**config.mk**
```make
export PLATFORM = sky130hd
export DESIGN_NAME = msps_core
export DESIGN_NICKNAME = d
export VERILOG_FILES = /design/src/shared/msps_pkg.sv /design/src/rtl/msps_core.sv /design/src/rtl/msps_filter.sv /design/src/rtl/msps_sync.sv
export SDC_FILE = /design/constraint.sdc
export NUM_CORES = 2
export LEC_CHECK = 0
export BUFFER_PORTS_ARGS = -buffer_cell sky130_fd_sc_hd__buf_2
export CAP_MARGIN = 25
export CORE_MARGIN = 2
export CORE_UTILIZATION = 55
export CTS_CLUSTER_SIZE = 25
export DETAILED_ROUTE_END_ITERATION = 10
export PLACE_DENSITY_LB_ADDON = 0.08
export SLEW_MARGIN = 20
export SYNTH_ARGS = -nofsm -noshare
export SYNTH_HDL_FRONTEND = slang
export SYNTH_HIERARCHICAL = 1
export SYNTH_SLANG_ARGS = --single-unit
```
**constraint.sdc**
```tcl
create_clock -name pclk -period 6.94 [get_ports pclk]
set_input_delay 0.347 -clock pclk [delete_from_list [all_inputs] [get_ports pclk]]
set_output_delay 0.347 -clock pclk [all_outputs]
set_load 0.03 [all_outputs]
```
**src/shared/msps_pkg.sv**
```systemverilog
// shared constants and types of the matrix switch poll sequencer
package msps_pkg;
	// configuration register indexes, byte address is four times the index
	localparam logic [3:0] IDX_CTRL = 4'h0;
	localparam logic [3:0] IDX_MODE = 4'h1;
	localparam logic [3:0] IDX_EN = 4'h2;
	localparam logic [3:0] IDX_ROLE = 4'h3;
	localparam logic [3:0] IDX_WCA = 4'h4;
	localparam logic [3:0] IDX_WCB = 4'h5;
	localparam logic [3:0] IDX_WCC = 4'h6;
	localparam logic [3:0] IDX_CLCFG = 4'h7;
	localparam logic [3:0] IDX_CLMSK = 4'h8;
	localparam logic [3:0] IDX_IRQA = 4'h9;
	localparam logic [3:0] IDX_IRQB = 4'hA;
	localparam logic [3:0] IDX_LCMP = 4'hB;
	localparam logic [3:0] IDX_LMAP = 4'hC;
	localparam logic [3:0] IDX_L2B = 4'hD;
	localparam logic [3:0] IDX_L3C = 4'hE;
	localparam logic [3:0] IDX_L9 = 4'hF;
	// read-only status registers
	localparam logic [7:0] OFF_STAT = 8'h40;
	localparam logic [7:0] OFF_MLO = 8'h44;
	localparam logic [7:0] OFF_MHI = 8'h48;
	localparam logic [7:0] OFF_IRQ = 8'h4C;
	// control word, wetting and cleaning register fields, reset value
	localparam int CTRL_TRIG = 0;
	localparam int CTRL_CONT = 1;
	localparam int CTRL_MTX = 2;
	localparam int CTRL_DEB = 4;
	localparam int CTRL_CLEAN = 6;
	localparam int CTRL_TWOFF_SRC = 7;
	localparam int CTRL_TWOFF_SNK = 8;
	localparam int WCB_ASOFF_SRC = 30;
	localparam int WCB_ASOFF_SNK = 31;
	localparam int CLCFG_DUR = 8;
	localparam logic [31:0] RST_CFG = 32'h0000_0000;
	// wetting current codes
	localparam logic [2:0] CUR_2MA = 3'h2;
	localparam logic [2:0] CUR_10MA = 3'h4;
	localparam logic [2:0] CUR_15MA = 3'h5;
	// matrix select codes
	localparam logic [1:0] MTX_NONE = 2'h0;
	localparam logic [1:0] MTX_4 = 2'h1;
	localparam logic [1:0] MTX_5 = 2'h2;
	// timing
	localparam int CLK_NS = 10;
	localparam int US_NS = 1000;
	localparam int US_CYC = US_NS / CLK_NS;
	localparam int ACT_US_DEF = 64;
	localparam int POLL_US_DEF = 2000;
	localparam int CLEAN_STEP_DELAY_US = 8;
	typedef enum logic [2:0] {ST_IDLE, ST_MTX, ST_STD, ST_GAP, ST_CLEAN, ST_WAIT} msps_state_e;
endpackage
```
**src/rtl/msps_core.sv**
```systemverilog
// matrix switch poll sequencer with apb register file
// Contract
// - matrix group polled before standard inputs
// - matrix results stored, used as baseline
// - full cycle end raises flag and irq
// - reading irq status clears it
// - first cycle always interrupts, later on change
// - thermal warning cuts 10/15mA to 2mA
// - matrix compares on sources, their irq enables
// - matrix inputs always enabled, three sizes
// - debounce filter bypassed for matrix inputs
// - no continuous mode while matrix selected
// - 5x5 and 4x4 spare inputs polled standard
// - cleaning step on all after delay
// - cleaning never affects interrupts
// - cleaning current, duration, mask from registers
// - closed switch scales 10/15mA to 2mA
// - closure by comparator or converter level
// - converter level chosen by input number
// - debounce delays current reduction
// - current restored after debounce on open
// - scaling only high settings, continuous mode
`timescale 1ns/1ns
module msps_core #(
	parameter int ACT_US = msps_pkg::ACT_US_DEF,
	parameter int POLL_US = msps_pkg::POLL_US_DEF
) (
	input wire logic pclk,
	input wire logic presetn,
	input wire logic psel,
	input wire logic penable,
	input wire logic pwrite,
	input wire logic [7:0] paddr,
	input wire logic [31:0] pwdata,
	output logic [31:0] prdata,
	output logic pready,
	output logic pslverr,
	input wire logic [23:0] sense_cmp,
	input wire logic [9:0] adc_value,
	input wire logic thermal_warning,
	output logic [23:0] wet_on,
	output logic [71:0] wet_code,
	output logic [4:0] adc_sel,
	output logic [9:0] cmp_level,
	output logic irq_n,
	output logic switch_change_flag
);
	logic [31:0] cfg_ff [16];
	logic [23:0] sense_s;
	logic [9:0] adc_s;
	logic tw_s;
	msps_pkg::msps_state_e st_ff;
	logic [4:0] idx_ff;
	logic [2:0] si_ff;
	logic [2:0] sj_ff;
	logic [15:0] tmr_ff;
	logic [6:0] us_cnt_ff;
	logic [23:0] status_ff;
	logic [35:0] mstate_ff;
	logic [35:0] mnew_ff;
	logic flag_ff;
	logic first_ff;
	logic done_ff;
	logic [23:0] wet_on_ff;
	logic [71:0] wet_code_ff;
	logic [31:0] prdata_ff;
	logic [31:0] nxt_rdata;

	// size of the matrix group, zero when none is selected
	function automatic logic [2:0] mtx_n(input logic [1:0] sel);
		case (sel)
			msps_pkg::MTX_NONE: mtx_n = 3'h0;
			msps_pkg::MTX_4: mtx_n = 3'h4;
			msps_pkg::MTX_5: mtx_n = 3'h5;
			default: mtx_n = 3'h6;
		endcase
	endfunction

	// first standard input at or after start, 24 when none is left
	function automatic logic [4:0] first_from(input logic [4:0] start, input logic [23:0] m);
		first_from = 5'h18;
		for (int i = 23; i >= 0; i--) begin
			if (m[i] && (5'(i) >= start)) begin
				first_from = 5'(i);
			end
		end
	endfunction

	// converter closure level by input number
	function automatic logic [9:0] lvl_for(input logic [4:0] i, input logic [9:0] l0,
			input logic [9:0] l1, input logic [9:0] l2, input logic [9:0] l3);
		if (i <= 5'h0B) begin
			lvl_for = l0;
		end else if (i <= 5'h11) begin
			lvl_for = l1;
		end else if (i <= 5'h16) begin
			lvl_for = l2;
		end else begin
			lvl_for = l3;
		end
	endfunction

	// pin inputs cross into pclk before any use
	msps_sync #(.W(24)) u_sync_sense (.clk(pclk), .rst_n(presetn), .d(sense_cmp), .q(sense_s));
	msps_sync #(.W(10)) u_sync_adc (.clk(pclk), .rst_n(presetn), .d(adc_value), .q(adc_s));
	msps_sync #(.W(1)) u_sync_tw (.clk(pclk), .rst_n(presetn), .d(thermal_warning), .q(tw_s));

	// apb decode, zero wait states
	wire apb_acc = psel && penable;
	wire apb_wr = apb_acc && pwrite;
	wire apb_rd = apb_acc && !pwrite;
	wire [3:0] ridx = paddr[5:2];
	wire cfg_hit = (paddr[7:6] == 2'h0) && (paddr[1:0] == 2'h0);
	wire ro_hit = (paddr == msps_pkg::OFF_STAT) || (paddr == msps_pkg::OFF_MLO) ||
		(paddr == msps_pkg::OFF_MHI) || (paddr == msps_pkg::OFF_IRQ);
	wire irq_rd = apb_rd && (paddr == msps_pkg::OFF_IRQ);
	wire cfg_wr = apb_wr && cfg_hit;
	assign pready = 1'b1;
	assign pslverr = apb_acc && !cfg_hit && !ro_hit;

	// control fields
	wire [31:0] ctrl = cfg_ff[msps_pkg::IDX_CTRL];
	wire run = ctrl[msps_pkg::CTRL_TRIG];
	wire [1:0] msel = ctrl[msps_pkg::CTRL_MTX +: 2];
	wire [1:0] deb = ctrl[msps_pkg::CTRL_DEB +: 2];
	wire clean_en = ctrl[msps_pkg::CTRL_CLEAN];
	wire [2:0] n_m = mtx_n(msel);
	wire cont_mode = ctrl[msps_pkg::CTRL_CONT] && (msel == msps_pkg::MTX_NONE);
	wire trig_wr = cfg_wr && (ridx == msps_pkg::IDX_CTRL) && pwdata[msps_pkg::CTRL_TRIG] && !run;
	wire [23:0] role = cfg_ff[msps_pkg::IDX_ROLE][23:0];
	wire [23:0] conv = cfg_ff[msps_pkg::IDX_MODE][23:0];
	wire [31:0] wcb = cfg_ff[msps_pkg::IDX_WCB];

	// matrix membership: sinks from input 4, sources from input 10
	logic [23:0] mtx_mask;
	always_comb begin
		mtx_mask = 24'h00_0000;
		for (int k = 0; k < 6; k++) begin
			if (3'(k) < n_m) begin
				mtx_mask[4 + k] = 1'b1;
				mtx_mask[10 + k] = 1'b1;
			end
		end
	end
	wire [23:0] eff_en = cfg_ff[msps_pkg::IDX_EN][23:0] | mtx_mask;
	wire [23:0] std_mask = eff_en & ~mtx_mask;
	wire [4:0] std_first = first_from(5'h00, std_mask);
	wire [4:0] std_next = first_from(idx_ff + 5'h01, std_mask);

	// register writes in the access phase, read data capture in the setup phase
	always_ff @(posedge pclk or negedge presetn) begin
		if (!presetn) begin
			for (int i = 0; i < 16; i++) begin
				cfg_ff[i] <= msps_pkg::RST_CFG;
			end
			prdata_ff <= 32'h0000_0000;
		end else begin
			if (cfg_wr) begin
				cfg_ff[ridx] <= pwdata;
			end
			if (psel && !penable) begin
				prdata_ff <= nxt_rdata;
			end
		end
	end
	always_comb begin
		if (cfg_hit) begin
			nxt_rdata = cfg_ff[ridx];
		end else if (paddr == msps_pkg::OFF_STAT) begin
			nxt_rdata = {8'h00, status_ff};
		end else if (paddr == msps_pkg::OFF_MLO) begin
			nxt_rdata = mstate_ff[31:0];
		end else if (paddr == msps_pkg::OFF_MHI) begin
			nxt_rdata = {28'h000_0000, mstate_ff[35:32]};
		end else if (paddr == msps_pkg::OFF_IRQ) begin
			nxt_rdata = {31'h0000_0000, flag_ff};
		end else begin
			nxt_rdata = 32'h0000_0000;
		end
	end
	assign prdata = prdata_ff;

	// microsecond tick; slow timing runs on this enable
	wire us_tick = (us_cnt_ff == 7'h00);
	always_ff @(posedge pclk or negedge presetn) begin
		if (!presetn) begin
			us_cnt_ff <= 7'h00;
		end else begin
			us_cnt_ff <= us_tick ? 7'(msps_pkg::US_CYC - 1) : us_cnt_ff - 7'h01;
		end
	end

	// sequencer timing and step control
	wire expire = (tmr_ff == 16'h0000);
	wire mtx_last = (si_ff == n_m - 3'h1) && (sj_ff == n_m - 3'h1);
	wire std_step = (st_ff == msps_pkg::ST_STD) && expire;
	wire mtx_step = (st_ff == msps_pkg::ST_MTX) && expire;
	wire scan_end = (std_step && (std_next == 5'h18)) ||
		(mtx_step && mtx_last && (std_first == 5'h18));
	msps_pkg::msps_state_e nxt_st;
	logic [15:0] nxt_tmr;
	always_comb begin
		nxt_st = st_ff;
		nxt_tmr = expire ? tmr_ff : tmr_ff - {15'h0000, us_tick};
		case (st_ff)
			msps_pkg::ST_IDLE: begin
				if (run) begin
					nxt_st = (n_m != 3'h0) ? msps_pkg::ST_MTX : msps_pkg::ST_STD;
					nxt_tmr = 16'(ACT_US);
				end
			end
			msps_pkg::ST_MTX: begin
				if (expire) begin
					nxt_tmr = 16'(ACT_US);
					if (mtx_last) begin
						nxt_st = msps_pkg::ST_STD;
					end
				end
			end
			msps_pkg::ST_STD: begin
				if (expire) begin
					nxt_tmr = 16'(ACT_US);
				end
			end
			msps_pkg::ST_GAP: begin
				if (expire) begin
					nxt_st = msps_pkg::ST_CLEAN;
					nxt_tmr = 16'(cfg_ff[msps_pkg::IDX_CLCFG][msps_pkg::CLCFG_DUR +: 8]);
				end
			end
			msps_pkg::ST_CLEAN: begin
				if (expire) begin
					nxt_st = msps_pkg::ST_WAIT;
					nxt_tmr = cont_mode ? 16'h0000 : 16'(POLL_US);
				end
			end
			msps_pkg::ST_WAIT: begin
				if (expire) begin
					nxt_st = msps_pkg::ST_IDLE;
				end
			end
			default: nxt_st = msps_pkg::ST_IDLE;
		endcase
		if (scan_end) begin
			nxt_st = clean_en ? msps_pkg::ST_GAP : msps_pkg::ST_WAIT;
			nxt_tmr = clean_en ? 16'(msps_pkg::CLEAN_STEP_DELAY_US) :
				(cont_mode ? 16'h0000 : 16'(POLL_US));
		end
		if (!run) begin
			nxt_st = msps_pkg::ST_IDLE;
		end
	end

	// step state; the matrix walks source fastest, then sink
	always_ff @(posedge pclk or negedge presetn) begin
		if (!presetn) begin
			st_ff <= msps_pkg::ST_IDLE;
			tmr_ff <= 16'h0000;
			si_ff <= 3'h0;
			sj_ff <= 3'h0;
			idx_ff <= 5'h00;
		end else begin
			st_ff <= nxt_st;
			tmr_ff <= nxt_tmr;
			if (st_ff == msps_pkg::ST_IDLE) begin
				si_ff <= 3'h0;
				sj_ff <= 3'h0;
				idx_ff <= std_first;
			end else if (mtx_step) begin
				sj_ff <= (sj_ff == n_m - 3'h1) ? 3'h0 : sj_ff + 3'h1;
				si_ff <= (sj_ff == n_m - 3'h1) ? si_ff + 3'h1 : si_ff;
			end else if (std_step) begin
				idx_ff <= std_next;
			end
		end
	end

	// sampling: matrix on the source side, standard by mode
	wire above_std = conv[idx_ff] ? (adc_s > lvl_for(idx_ff, cfg_ff[msps_pkg::IDX_LMAP][9:0],
		cfg_ff[msps_pkg::IDX_L2B][9:0], cfg_ff[msps_pkg::IDX_L3C][9:0],
		cfg_ff[msps_pkg::IDX_L9][9:0])) : sense_s[idx_ff];
	wire [5:0] mbit = 6'(si_ff * 3'h6) + {3'h0, sj_ff};
	always_ff @(posedge pclk or negedge presetn) begin
		if (!presetn) begin
			mnew_ff <= 36'h0_0000_0000;
		end else if (mtx_step) begin
			mnew_ff[mbit] <= sense_s[5'h0A + {2'h0, sj_ff}];
		end
	end

	// per-input filter, matrix inputs never tick it
	logic [23:0] filt;
	logic [2:0] base_code [24];
	logic [71:0] nxt_code;
	logic [23:0] nxt_on;
	genvar g;
	generate
		for (g = 0; g < 24; g++) begin : g_in
			wire tick_g = std_step && (idx_ff == 5'(g));
			msps_filter u_filt (
				.clk(pclk),
				.rst_n(presetn),
				.tick(tick_g),
				.smp(above_std),
				.depth(deb),
				.state_ff(filt[g])
			);
			wire [31:0] wcw = cfg_ff[msps_pkg::IDX_WCA + 4'(g / 10)];
			assign base_code[g] = wcw[(g % 10) * 3 +: 3];
			wire hi_set = (base_code[g] == msps_pkg::CUR_10MA) ||
				(base_code[g] == msps_pkg::CUR_15MA);
			wire tw_cut = tw_s && !(role[g] ? ctrl[msps_pkg::CTRL_TWOFF_SRC] :
				ctrl[msps_pkg::CTRL_TWOFF_SNK]);
			wire as_cut = cont_mode && !filt[g] && !(role[g] ? wcb[msps_pkg::WCB_ASOFF_SRC] :
				wcb[msps_pkg::WCB_ASOFF_SNK]);
			assign nxt_code[g*3 +: 3] = (st_ff == msps_pkg::ST_CLEAN) ?
				cfg_ff[msps_pkg::IDX_CLCFG][2:0] :
				((hi_set && (tw_cut || as_cut)) ? msps_pkg::CUR_2MA : base_code[g]);
		end
	endgenerate

	// wetting enables: one step at a time, all enabled at once when continuous, enabled and unmasked when cleaning
	always_comb begin
		nxt_on = 24'h00_0000;
		case (st_ff)
			msps_pkg::ST_MTX: begin
				nxt_on[5'h04 + {2'h0, si_ff}] = 1'b1;
				nxt_on[5'h0A + {2'h0, sj_ff}] = 1'b1;
			end
			msps_pkg::ST_STD: nxt_on[idx_ff] = (idx_ff != 5'h18);
			msps_pkg::ST_CLEAN: nxt_on = eff_en & ~cfg_ff[msps_pkg::IDX_CLMSK][23:0];
			default: nxt_on = 24'h00_0000;
		endcase
		if (cont_mode && run && (st_ff != msps_pkg::ST_CLEAN)) begin
			nxt_on = eff_en;
		end
	end
	always_ff @(posedge pclk or negedge presetn) begin
		if (!presetn) begin
			wet_on_ff <= 24'h00_0000;
			wet_code_ff <= 72'h00_0000_0000_0000_0000;
		end else begin
			wet_on_ff <= nxt_on;
			wet_code_ff <= nxt_code;
		end
	end

	// change detection against the stored baselines
	wire [23:0] new_stat = (filt & std_mask) | (status_ff & ~std_mask);
	wire [23:0] irqa = cfg_ff[msps_pkg::IDX_IRQA][23:0];
	wire [23:0] irqb = cfg_ff[msps_pkg::IDX_IRQB][23:0];
	logic [35:0] m_ra;
	logic [35:0] m_fb;
	always_comb begin
		for (int k = 0; k < 36; k++) begin
			m_ra[k] = irqa[10 + (k % 6)];
			m_fb[k] = irqb[10 + (k % 6)];
		end
	end
	wire std_chg = |(((new_stat & ~status_ff & irqa) | (~new_stat & status_ff & irqb)) & std_mask);
	wire mtx_chg = |((mnew_ff & ~mstate_ff & m_ra) | (~mnew_ff & mstate_ff & m_fb));
	wire flag_set = done_ff && (first_ff || std_chg || (mtx_chg && (n_m != 3'h0)));

	// cycle end bookkeeping; a set in the clearing cycle wins
	always_ff @(posedge pclk or negedge presetn) begin
		if (!presetn) begin
			done_ff <= 1'b0;
			first_ff <= 1'b0;
			flag_ff <= 1'b0;
			status_ff <= 24'h00_0000;
			mstate_ff <= 36'h0_0000_0000;
		end else begin
			done_ff <= scan_end; // filters settle one cycle after the last tick
			flag_ff <= flag_set || (flag_ff && !irq_rd);
			if (trig_wr) begin
				first_ff <= 1'b1;
			end else if (done_ff) begin
				first_ff <= 1'b0;
			end
			if (done_ff) begin
				status_ff <= new_stat;
				if (n_m != 3'h0) begin
					mstate_ff <= mnew_ff;
				end
			end
		end
	end

	assign wet_on = wet_on_ff;
	assign wet_code = wet_code_ff;
	assign adc_sel = idx_ff;
	assign cmp_level = cfg_ff[msps_pkg::IDX_LCMP][9:0];
	assign irq_n = !flag_ff;
	assign switch_change_flag = flag_ff;

	AST_FIRST_IRQ: assert property (@(posedge pclk) disable iff (!presetn)
		done_ff && first_ff |=> flag_ff && !irq_n) else $error("first cycle gave no irq");
	AST_READ_CLR: assert property (@(posedge pclk) disable iff (!presetn)
		irq_rd && !flag_set |=> irq_n) else $error("irq status read did not clear");
	AST_MTX_FIRST: assert property (@(posedge pclk) disable iff (!presetn)
		$rose(st_ff == msps_pkg::ST_STD) && (n_m != 3'h0) |-> $past(st_ff) == msps_pkg::ST_MTX)
		else $error("standard step before matrix");
	AST_MTX_DRIVE: assert property (@(posedge pclk) disable iff (!presetn)
		st_ff == msps_pkg::ST_MTX |=> wet_on_ff[5'h04 + {2'h0, $past(si_ff)}])
		else $error("matrix sink not driven");
	AST_CLEAN_QUIET: assert property (@(posedge pclk) disable iff (!presetn)
		(st_ff == msps_pkg::ST_CLEAN) && !done_ff |=> !$rose(flag_ff))
		else $error("cleaning raised irq");
	AST_TW_CUT: assert property (@(posedge pclk) disable iff (!presetn)
		tw_s && !(role[1] ? ctrl[msps_pkg::CTRL_TWOFF_SRC] : ctrl[msps_pkg::CTRL_TWOFF_SNK]) &&
		(base_code[1] == msps_pkg::CUR_15MA) && (st_ff != msps_pkg::ST_CLEAN)
		|=> wet_code_ff[5:3] == msps_pkg::CUR_2MA) else $error("thermal cut missing");
	AST_NO_CONT: assert property (@(posedge pclk) disable iff (!presetn)
		(st_ff == msps_pkg::ST_STD) && (n_m != 3'h0) |=> $onehot0(wet_on_ff))
		else $error("continuous drive in matrix mode");
	AST_CLEAN_START: assert property (@(posedge pclk) disable iff (!presetn)
		(st_ff == msps_pkg::ST_GAP) && expire && run ##1 (st_ff == msps_pkg::ST_CLEAN)
		|=> wet_on_ff == $past(eff_en & ~cfg_ff[msps_pkg::IDX_CLMSK][23:0]))
		else $error("cleaning step wrong");
endmodule // msps_core

```
**src/rtl/msps_filter.sv**
```systemverilog
// per-input detection filter, also steers wetting auto-scaling
`timescale 1ns/1ns
module msps_filter (
	input wire logic clk,
	input wire logic rst_n,
	input wire logic tick,
	input wire logic smp,
	input wire logic [1:0] depth,
	output logic state_ff
);
	logic [1:0] cnt_ff;

	// state follows a new value after depth+1 equal samples in a row
	always_ff @(posedge clk or negedge rst_n) begin
		if (!rst_n) begin
			state_ff <= 1'b1; // open: a reset must not look like a closed contact
			cnt_ff <= 2'h0;
		end else if (tick) begin
			if (smp == state_ff) begin
				cnt_ff <= 2'h0;
			end else if (cnt_ff == depth) begin
				state_ff <= smp;
				cnt_ff <= 2'h0;
			end else begin
				cnt_ff <= cnt_ff + 2'h1;
			end
		end
	end
endmodule // msps_filter

```
**src/rtl/msps_sync.sv**
```systemverilog
// two-flop synchroniser for asynchronous inputs
`timescale 1ns/1ns
module msps_sync #(
	parameter int W = 1
) (
	input wire logic clk,
	input wire logic rst_n,
	input wire logic [W-1:0] d,
	output logic [W-1:0] q
);
	logic [W-1:0] meta_ff;

	// first stage feeds only the second stage
	always_ff @(posedge clk or negedge rst_n) begin
		if (!rst_n) begin
			meta_ff <= '0;
			q <= '0;
		end else begin
			meta_ff <= d;
			q <= meta_ff;
		end
	end
endmodule // msps_sync

```
## After elaboration in Yosys (flattened, before gate mapping)

Index checks and enable logic that the tools add are counted.

- Output and inout port bits: 147
- Register bits: 918

- Mux-type cells: 262
- Order comparisons: 44
- Reduce and logical (&&, ||, !) cells: 351
- Multiply operators: 1
- Bitwise logic cells: 51
- $add $sub $neg: 33
- Eq/ne operators: 143

Operators with widths:

| cell | number |
|---|---|
| 512-bit bitwise mux | 1 |
| 24-bit AND | 10 |
| 5-bit two-way mux | 42 |
| 32-bit two-way mux | 6 |
| 3-bit two-way mux | 62 |
| 1-bit logical AND | 173 |
| 3-bit == test (second input constant) | 50 |
| 36-bit AND | 4 |
| 32-bit binary-select mux with 4-bit select | 1 |
| 32-bit demux with 4-bit select | 1 |
| 2-bit two-way mux | 49 |
| 16-bit two-way mux | 6 |
| 24-bit NOT | 4 |
| 1-bit logical NOT | 79 |
| 36-bit NOT | 2 |
| 24-bit bitwise OR | 3 |
| 24-bit one-hot mux with 3 select lines | 1 |
| 3-bit AND reduction | 24 |
| 1-bit two-way mux | 65 |
| 16-bit one-hot mux with 4 select lines | 1 |
| 1-bit logical OR | 55 |
| 5-bit == test (second input constant) | 10 |
| 2-bit by 1-bit adder with 2-bit output (second input constant) | 24 |
| 2-bit == test | 24 |
| 72 further kinds | 188 |

## Longest topological paths before layout

- Depth after elaboration: 36
- Mapped depth: 21

## Hierarchy

Netlist, hierarchy kept.

Modules (own cells, without submodules):

| module | times used | area each (um^2) | cells an instance |
|---|---|---|---|
| msps_core | 1 | 39,640.5 | 3,242 |
| msps_filter | 24 | 180.2 | 15 |
| msps_sync at u_sync_sense | 1 | 1,201.2 | 48 |
| msps_sync at u_sync_adc | 1 | 500.5 | 20 |
| msps_sync at u_sync_tw | 1 | 50.0 | 2 |

## Worst setup path before layout

Ideal clock, no wire load.

- Path kind: flip-flop to flip-flop
- Start point: register idx_ff[0] (netlist: adc_sel[0])
- End point: register g_in[0].u_filt.cnt_ff[1]
- Cell stages (with the launch flop): 22
- Arrival: 6.341 ns
- Path buffers: 2
- Data required time: 6.815 ns
- Path slack: 0.474 ns
- Library setup time: 0.125 ns
- Path through: dfrtp_1 buf_6 inv_1 ha_1 nor3_1 o21ai_0 buf_1 mux2i_1 o21ai_0 mux2_2 ha_1 nor2b_1 o21a_1 o21a_1 o21a_1 o21ai_0 a31oi_1 o21ai_0 o22ai_1 xor2_1 a31oi_1 a21boi_2

- Longest elaborated chain between the ends: 8
- Elaborated cells on any way between the ends: 16

Ends and longest elaborated chain:

| element | RTL line | source |
|---|---|---|
| start, declared | msps_core.sv:53 | `logic [4:0] idx_ff;` |
| start signal, assigned | msps_core.sv:268 | `idx_ff <= std_first;` |
| start signal, assigned | msps_core.sv:273 | `idx_ff <= std_next;` |
| 5-bit <= comparator | msps_core.sv:96 | `end else if (i <= 5'h16) begin` |
| 10-bit two-way mux | msps_core.sv:96 |  |
| 10-bit two-way mux | msps_core.sv:94 | `end else if (i <= 5'h11) begin` |
| 10-bit two-way mux | msps_core.sv:92 | `if (i <= 5'h0B) begin` |
| 10-bit greater-than comparator | msps_core.sv:279 | `wire above_std = conv[idx_ff] ? (adc_s > lvl_for(idx_ff, cfg_ff[msps_pkg::IDX_LMAP][9:0],` |
| 1-bit two-way mux * | msps_core.sv:279 |  |
| net above_std | msps_core.sv:279 |  |
| 1-bit == test * | msps_filter.sv:19 | `if (smp == state_ff) begin` |
| 2-bit two-way mux * | msps_filter.sv:19 |  |
| end signal, assigned | msps_filter.sv:25 | `cnt_ff <= cnt_ff + 2'h1;` |
| end, declared | msps_filter.sv:11 | `logic [1:0] cnt_ff;` |

Mark *: on every way through the listed nets, which the timed path passes. The rest lies on a longest branch. The select of a mux whose other input is x is not followed.
A chain may end at the register's enable or synchronous reset.

## Worst setup path after layout

- Start point: register idx_ff[0] (netlist: adc_sel[0])
- End point: register g_in[12].u_filt.cnt_ff[1]

- Longest elaborated chain between the ends: 8
- Elaborated cells on any way between the ends: 16

Ends and longest elaborated chain:

| element | RTL line |
|---|---|
| 5-bit <= comparator | msps_core.sv:96 |
| 10-bit two-way mux | msps_core.sv:96 |
| 10-bit two-way mux | msps_core.sv:94 |
| 10-bit two-way mux | msps_core.sv:92 |
| 10-bit greater-than comparator | msps_core.sv:279 |
| 1-bit two-way mux * | msps_core.sv:279 |
| net above_std | msps_core.sv:279 |
| 1-bit == test * | msps_filter.sv:19 |
| 2-bit two-way mux * | msps_filter.sv:19 |
| end signal, assigned | msps_filter.sv:25 |
| end, declared | msps_filter.sv:11 |

Marked as above.

==> out/qor.json <==
{
  "status": {
    "run_status": "completed"
  },
  "global_route": {
    "global_route_wire_length_before_repair_mm": 230,
    "global_route.overflow_total": 0,
    "grt_pass1_vias": 33200,
    "grt_start_max_net_pins": 188,
    "grt_antenna_before_repair": 16,
    "gr-usage-all-layers_pct": 36.7
  },
  "route": {
    "drc": 0,
    "wl_per_cell_um": 31.2,
    "wirelength_mm": 156,
    "avgViaCountPerCell": 6.65,
    "via_count": 33300,
    "route.antenna.remaining_nets": 0,
    "detailedRoute.firstIterationViolations": 3770,
    "drt_pass1_iterations": 5
  },
  "cts": {
    "clock-sinks": 918,
    "numCtsBuffers": 99,
    "cts-resized-gates": 0,
    "cts_root_buffer": "sky130_fd_sc_hd__clkbuf_16",
    "path_clk_slew_ns": 0.07,
    "clkLatencyLatePin_ns": 0.70,
    "cts_hold_buffers": 37,
    "h-tree-depth": 3,
    "max-clock-path-buffers": 3,
    "cts_tree": "yes",
    "cts_post_setup_buffers_inserted": 0
  },
  "placement": {
    "gp_routability_congestion": 1.02,
    "place_hpwl_mm": 110,
    "portBuffers": 225,
    "place_area_um2": 47900
  },
  "floorplan": {
    "die_h_um": 292,
    "row_count": 105,
    "initial_standard_cell_utilization_of_the_core_pct": 55.6,
    "design.portCount": 227,
    "fp.coreArea_um2": 82200,
    "die-area_um2": 85400,
    "die_width_um": 292
  },
  "pwr": {
    "peakVddDrop_uv": 233,
    "powerDensity_nw_per_um2": 231,
    "leakage_uw": 0.0251
  },
  "yosys": {
    "instance_count_of_the_mapped_netlist": 3672,
    "netlist.area_leader.share_pct": 48.9,
    "syn-mean-instance-area_um2": 12.4,
    "synth-warning-count": 6,
    "synthTopCellsByArea": "sky130_fd_sc_hd__dfrtp_1, sky130_fd_sc_hd__mux2_2, sky130_fd_sc_hd__mux4_2, sky130_fd_sc_hd__o21ai_0, sky130_fd_sc_hd__nand2_1",
    "synth_top_flop_cell": "sky130_fd_sc_hd__dfrtp_1",
    "ys_seq_elements": 918,
    "post_synthesis_async_set_or_reset_flop_share_pct": 100,
    "synth.net_count": 3789,
    "synth_area_um2": 45700,
    "synth_enable_flop_cells": 0,
    "ys_seq_area_share_pct": 50.3,
    "synthDominantAreaCellType": "sky130_fd_sc_hd__dfrtp_1",
    "synth.distinct_cells": 94
  },
  "timing": {
    "fin_hold_viols": 0,
    "count_of_final_setup_violators": 0,
    "tns_ns": 0,
    "worstMarginPinSlew_ns": 1.10,
    "final_period_minus_worst_setup_slack_ns": 5.66,
    "max_clock_freq_mhz": 177,
    "setup_clock_skew_after_layout_ns": 0.0334,
    "finalCritPeriodShare_pct": 81.5,
    "drv_slew": 0,
    "relSlewSlack_pct": 26.6,
    "unrepaired_setup_endpoints_after_global_routing": "false"
  },
  "layout": {
    "layout.nets": 3966,
    "syn2layout_area_growth_pct": 13.5,
    "post-route-util_pct": 63.1,
    "postLayoutCellArea_um2": 51900,
    "layout-drive-gt1-share_pct": 33.7,
    "fillerInstances": 6199
  },
  "worst_setup_path": {
    "crit_path_end": "g_in[12].u_filt/cnt_ff[1]$_DFFE_PN0P_",
    "crit-reg2reg-launch": "adc_sel[0]$_DFFE_PN0P_",
    "critical_path_arrival_ns": 6.25,
    "critical-path-max-stage-delay_ns": 0.61,
    "path_buf_inv": 2,
    "crit_path_cell_trace": "buf_4 -> ha_1 -> nor2_1 -> o21ai_0 -> nand2_1 -> mux2_2 -> ha_1 -> nor2b_1 -> o21a_1 -> o21a_1 -> o21a_1 -> o21ai_0 -> a31oi_1 -> o21ai_0 -> o22ai_4 -> buf_4 -> xor2_1 -> nand4b_1 -> a21boi_2",
    "crit_fanout": 23,
    "r2r_cells": 19,
    "regToRegSetupSlack_ns": 1.28,
    "rr_endpoint": "g_in[12].u_filt/cnt_ff[1]$_DFFE_PN0P_",
    "worst_ep_required_time_ns": 7.53,
    "timing.critical_path.from_type": "flip-flop",
    "cpMaxStageDelayCell": "sky130_fd_sc_hd__dfrtp_2",
    "setup.worst_path.end_class": "flip-flop",
    "path_depth": 19,
    "setup.worst_path.class": "reg2reg",
    "crit_start": "adc_sel[0]$_DFFE_PN0P_",
    "worst_path_dominant_cell_family": "compound AO/OA/AOI/OAI gates"
  },
  "run": {
    "max_cap_violations": 0
  },
  "hold_path": {
    "hold_path.class": "in2reg"
  }
}
==> layer usage <==
layer | GRT usage (%) | share of wire (%) | up-vias
li1 | - | - | 13800
met1 | 52.0 | 41 | 17400
met2 | 55.0 | 45 | 1801
met3 | 8.42 | 9.6 | 352
met4 | 15.4 | 4.3 | 20
met5 | 0 | 0.084 | -
==> sequential cells by signal (all words and copies together), names as in the netlist, 3 cells and up <==
name                  count
cfg_ff                  374
g_in.wcw                 96
wet_code                 72
g_in.u_filt/cnt_ff       48
mnew_ff                  36
mstate_ff                36
ctrl                     32
prdata                   32
g_in.u_filt/state_ff     24
status_ff                24
u_sync_sense/meta_ff     24
u_sync_sense/q           24
wet_on                   24
tmr_ff                   16
cmp_level                10
u_sync_adc/meta_ff       10
u_sync_adc/q             10
us_cnt_ff                 7
adc_sel                   5
si_ff                     3
sj_ff                     3
st_ff                     3
==> worst min path at each step <==
stage	from	end	slack, ns	depth (start not counted)
after detailed placement	u_sync_sense/meta_ff[16]$_DFF_PN0_	u_sync_sense/q[16]$_DFF_PN0_	0.34	0
after global routing	pwdata[25]	g_in[20].wcw[25]$_DFFE_PN0P_	0.11	2
after floorplan	presetn	adc_sel[0]$_DFFE_PN0P_	0.05	0
after global placement	u_sync_adc/meta_ff[9]$_DFF_PN0_	u_sync_adc/q[9]$_DFF_PN0_	0.33	0
final	pwdata[30]	g_in[20].wcw[30]$_DFFE_PN0P_	0.09	2
after CTS	pwdata[30]	g_in[20].wcw[30]$_DFFE_PN0P_	0.05	2
==> report_power, final <==
| group | leakage (uW) | switching [uW] | internal, uW |
|---|---|---|---|
| clock | 0.00178 | 2330 | 3470 |
| combinational | 0.0108 | 461 | 225 |
| sequential | 0.0125 | 77.8 | 5430 |
==> metrics by stage <==
stage / power, uW / hold slack [ns] / instances / worst slack, ns
floorplan: 5920 / 0.0514 / 3672 / 0.474
finish: 12000 / 0.0852 / 5008 / 1.28
global route: 12300 / 0.106 / 5004 / 0.895
CTS: 12000 / 0.0480 / 5000 / 1.35
global placement: 6250 / 0.333 / 4775 / 1.49
detailed placement: 6260 / 0.338 / 4779 / 1.41
==> placed cells by master, fill, tap and decap left out, types with 81 or more instances in the layout <==
cell type	netlist	routed
sky130_fd_sc_hd__mux4_2	180	180
sky130_fd_sc_hd__mux2_2	551	551
sky130_fd_sc_hd__dfrtp_1	894	892
sky130_fd_sc_hd__clkbuf_16	0	99
sky130_fd_sc_hd__nor2_1	203	191
sky130_fd_sc_hd__o21ai_0	201	200
sky130_fd_sc_hd__buf_2	57	223
sky130_fd_sc_hd__nand2_1	264	264
sky130_fd_sc_hd__xor2_1	81	81
sky130_fd_sc_hd__inv_1	96	96
==> synth_stat cells (32+ instances only) <==
cell type / count
sky130_fd_sc_hd__ha_1: 35
sky130_fd_sc_hd__nor3_1: 36
sky130_fd_sc_hd__clkbuf_1: 158
sky130_fd_sc_hd__mux2_1: 38
sky130_fd_sc_hd__nand3_1: 32
sky130_fd_sc_hd__mux2i_1: 73
sky130_fd_sc_hd__nand2_1: 264
sky130_fd_sc_hd__dfrtp_1: 894
sky130_fd_sc_hd__buf_2: 57
sky130_fd_sc_hd__mux2_2: 551
sky130_fd_sc_hd__nand3b_1: 33
sky130_fd_sc_hd__nor2b_1: 36
sky130_fd_sc_hd__xor2_1: 81
sky130_fd_sc_hd__a21oi_1: 65
sky130_fd_sc_hd__o21ai_0: 201
sky130_fd_sc_hd__a31oi_1: 32
sky130_fd_sc_hd__inv_1: 96
sky130_fd_sc_hd__nor2_1: 203
sky130_fd_sc_hd__mux4_2: 180
sky130_fd_sc_hd__a21o_1: 58
sky130_fd_sc_hd__a22oi_1: 41
==> area by class of cell <==
| class | count | area, um2 | area share, % |
|---|---|---|---|
| flip-flops and latches | 918 | 23000 | 44.3 |
| multi-input cells | 2399 | 21400 | 41.2 |
| clock buffers | 133 | 2830 | 5.44 |
| repair buffers | 333 | 2170 | 4.18 |
| well taps | 1070 | 1340 | 2.58 |
| clock inverters | 51 | 791 | 1.52 |
| inverters | 98 | 368 | 0.709 |
| diodes | 6 | 15.0 | 0.0289 |
==> cells by family (layout without fill, tap and decap cells) <==
logic type / Yosys count / in the layout / synth area share, %
compound gates: 617 / 617 / 9.23
xor+xnor: 98 / 98 / 1.89
fa+ha+maj: 37 / 37 / 1.05
buf+inv: 355 / 615 / 3.22
flops: 918 / 918 / 50.3
mux: 866 / 866 / 25.8
other cells: 1 / 7 / 0.00820
simple gates: 780 / 780 / 8.52
Note: power is estimated with default switching activity, not from simulation.
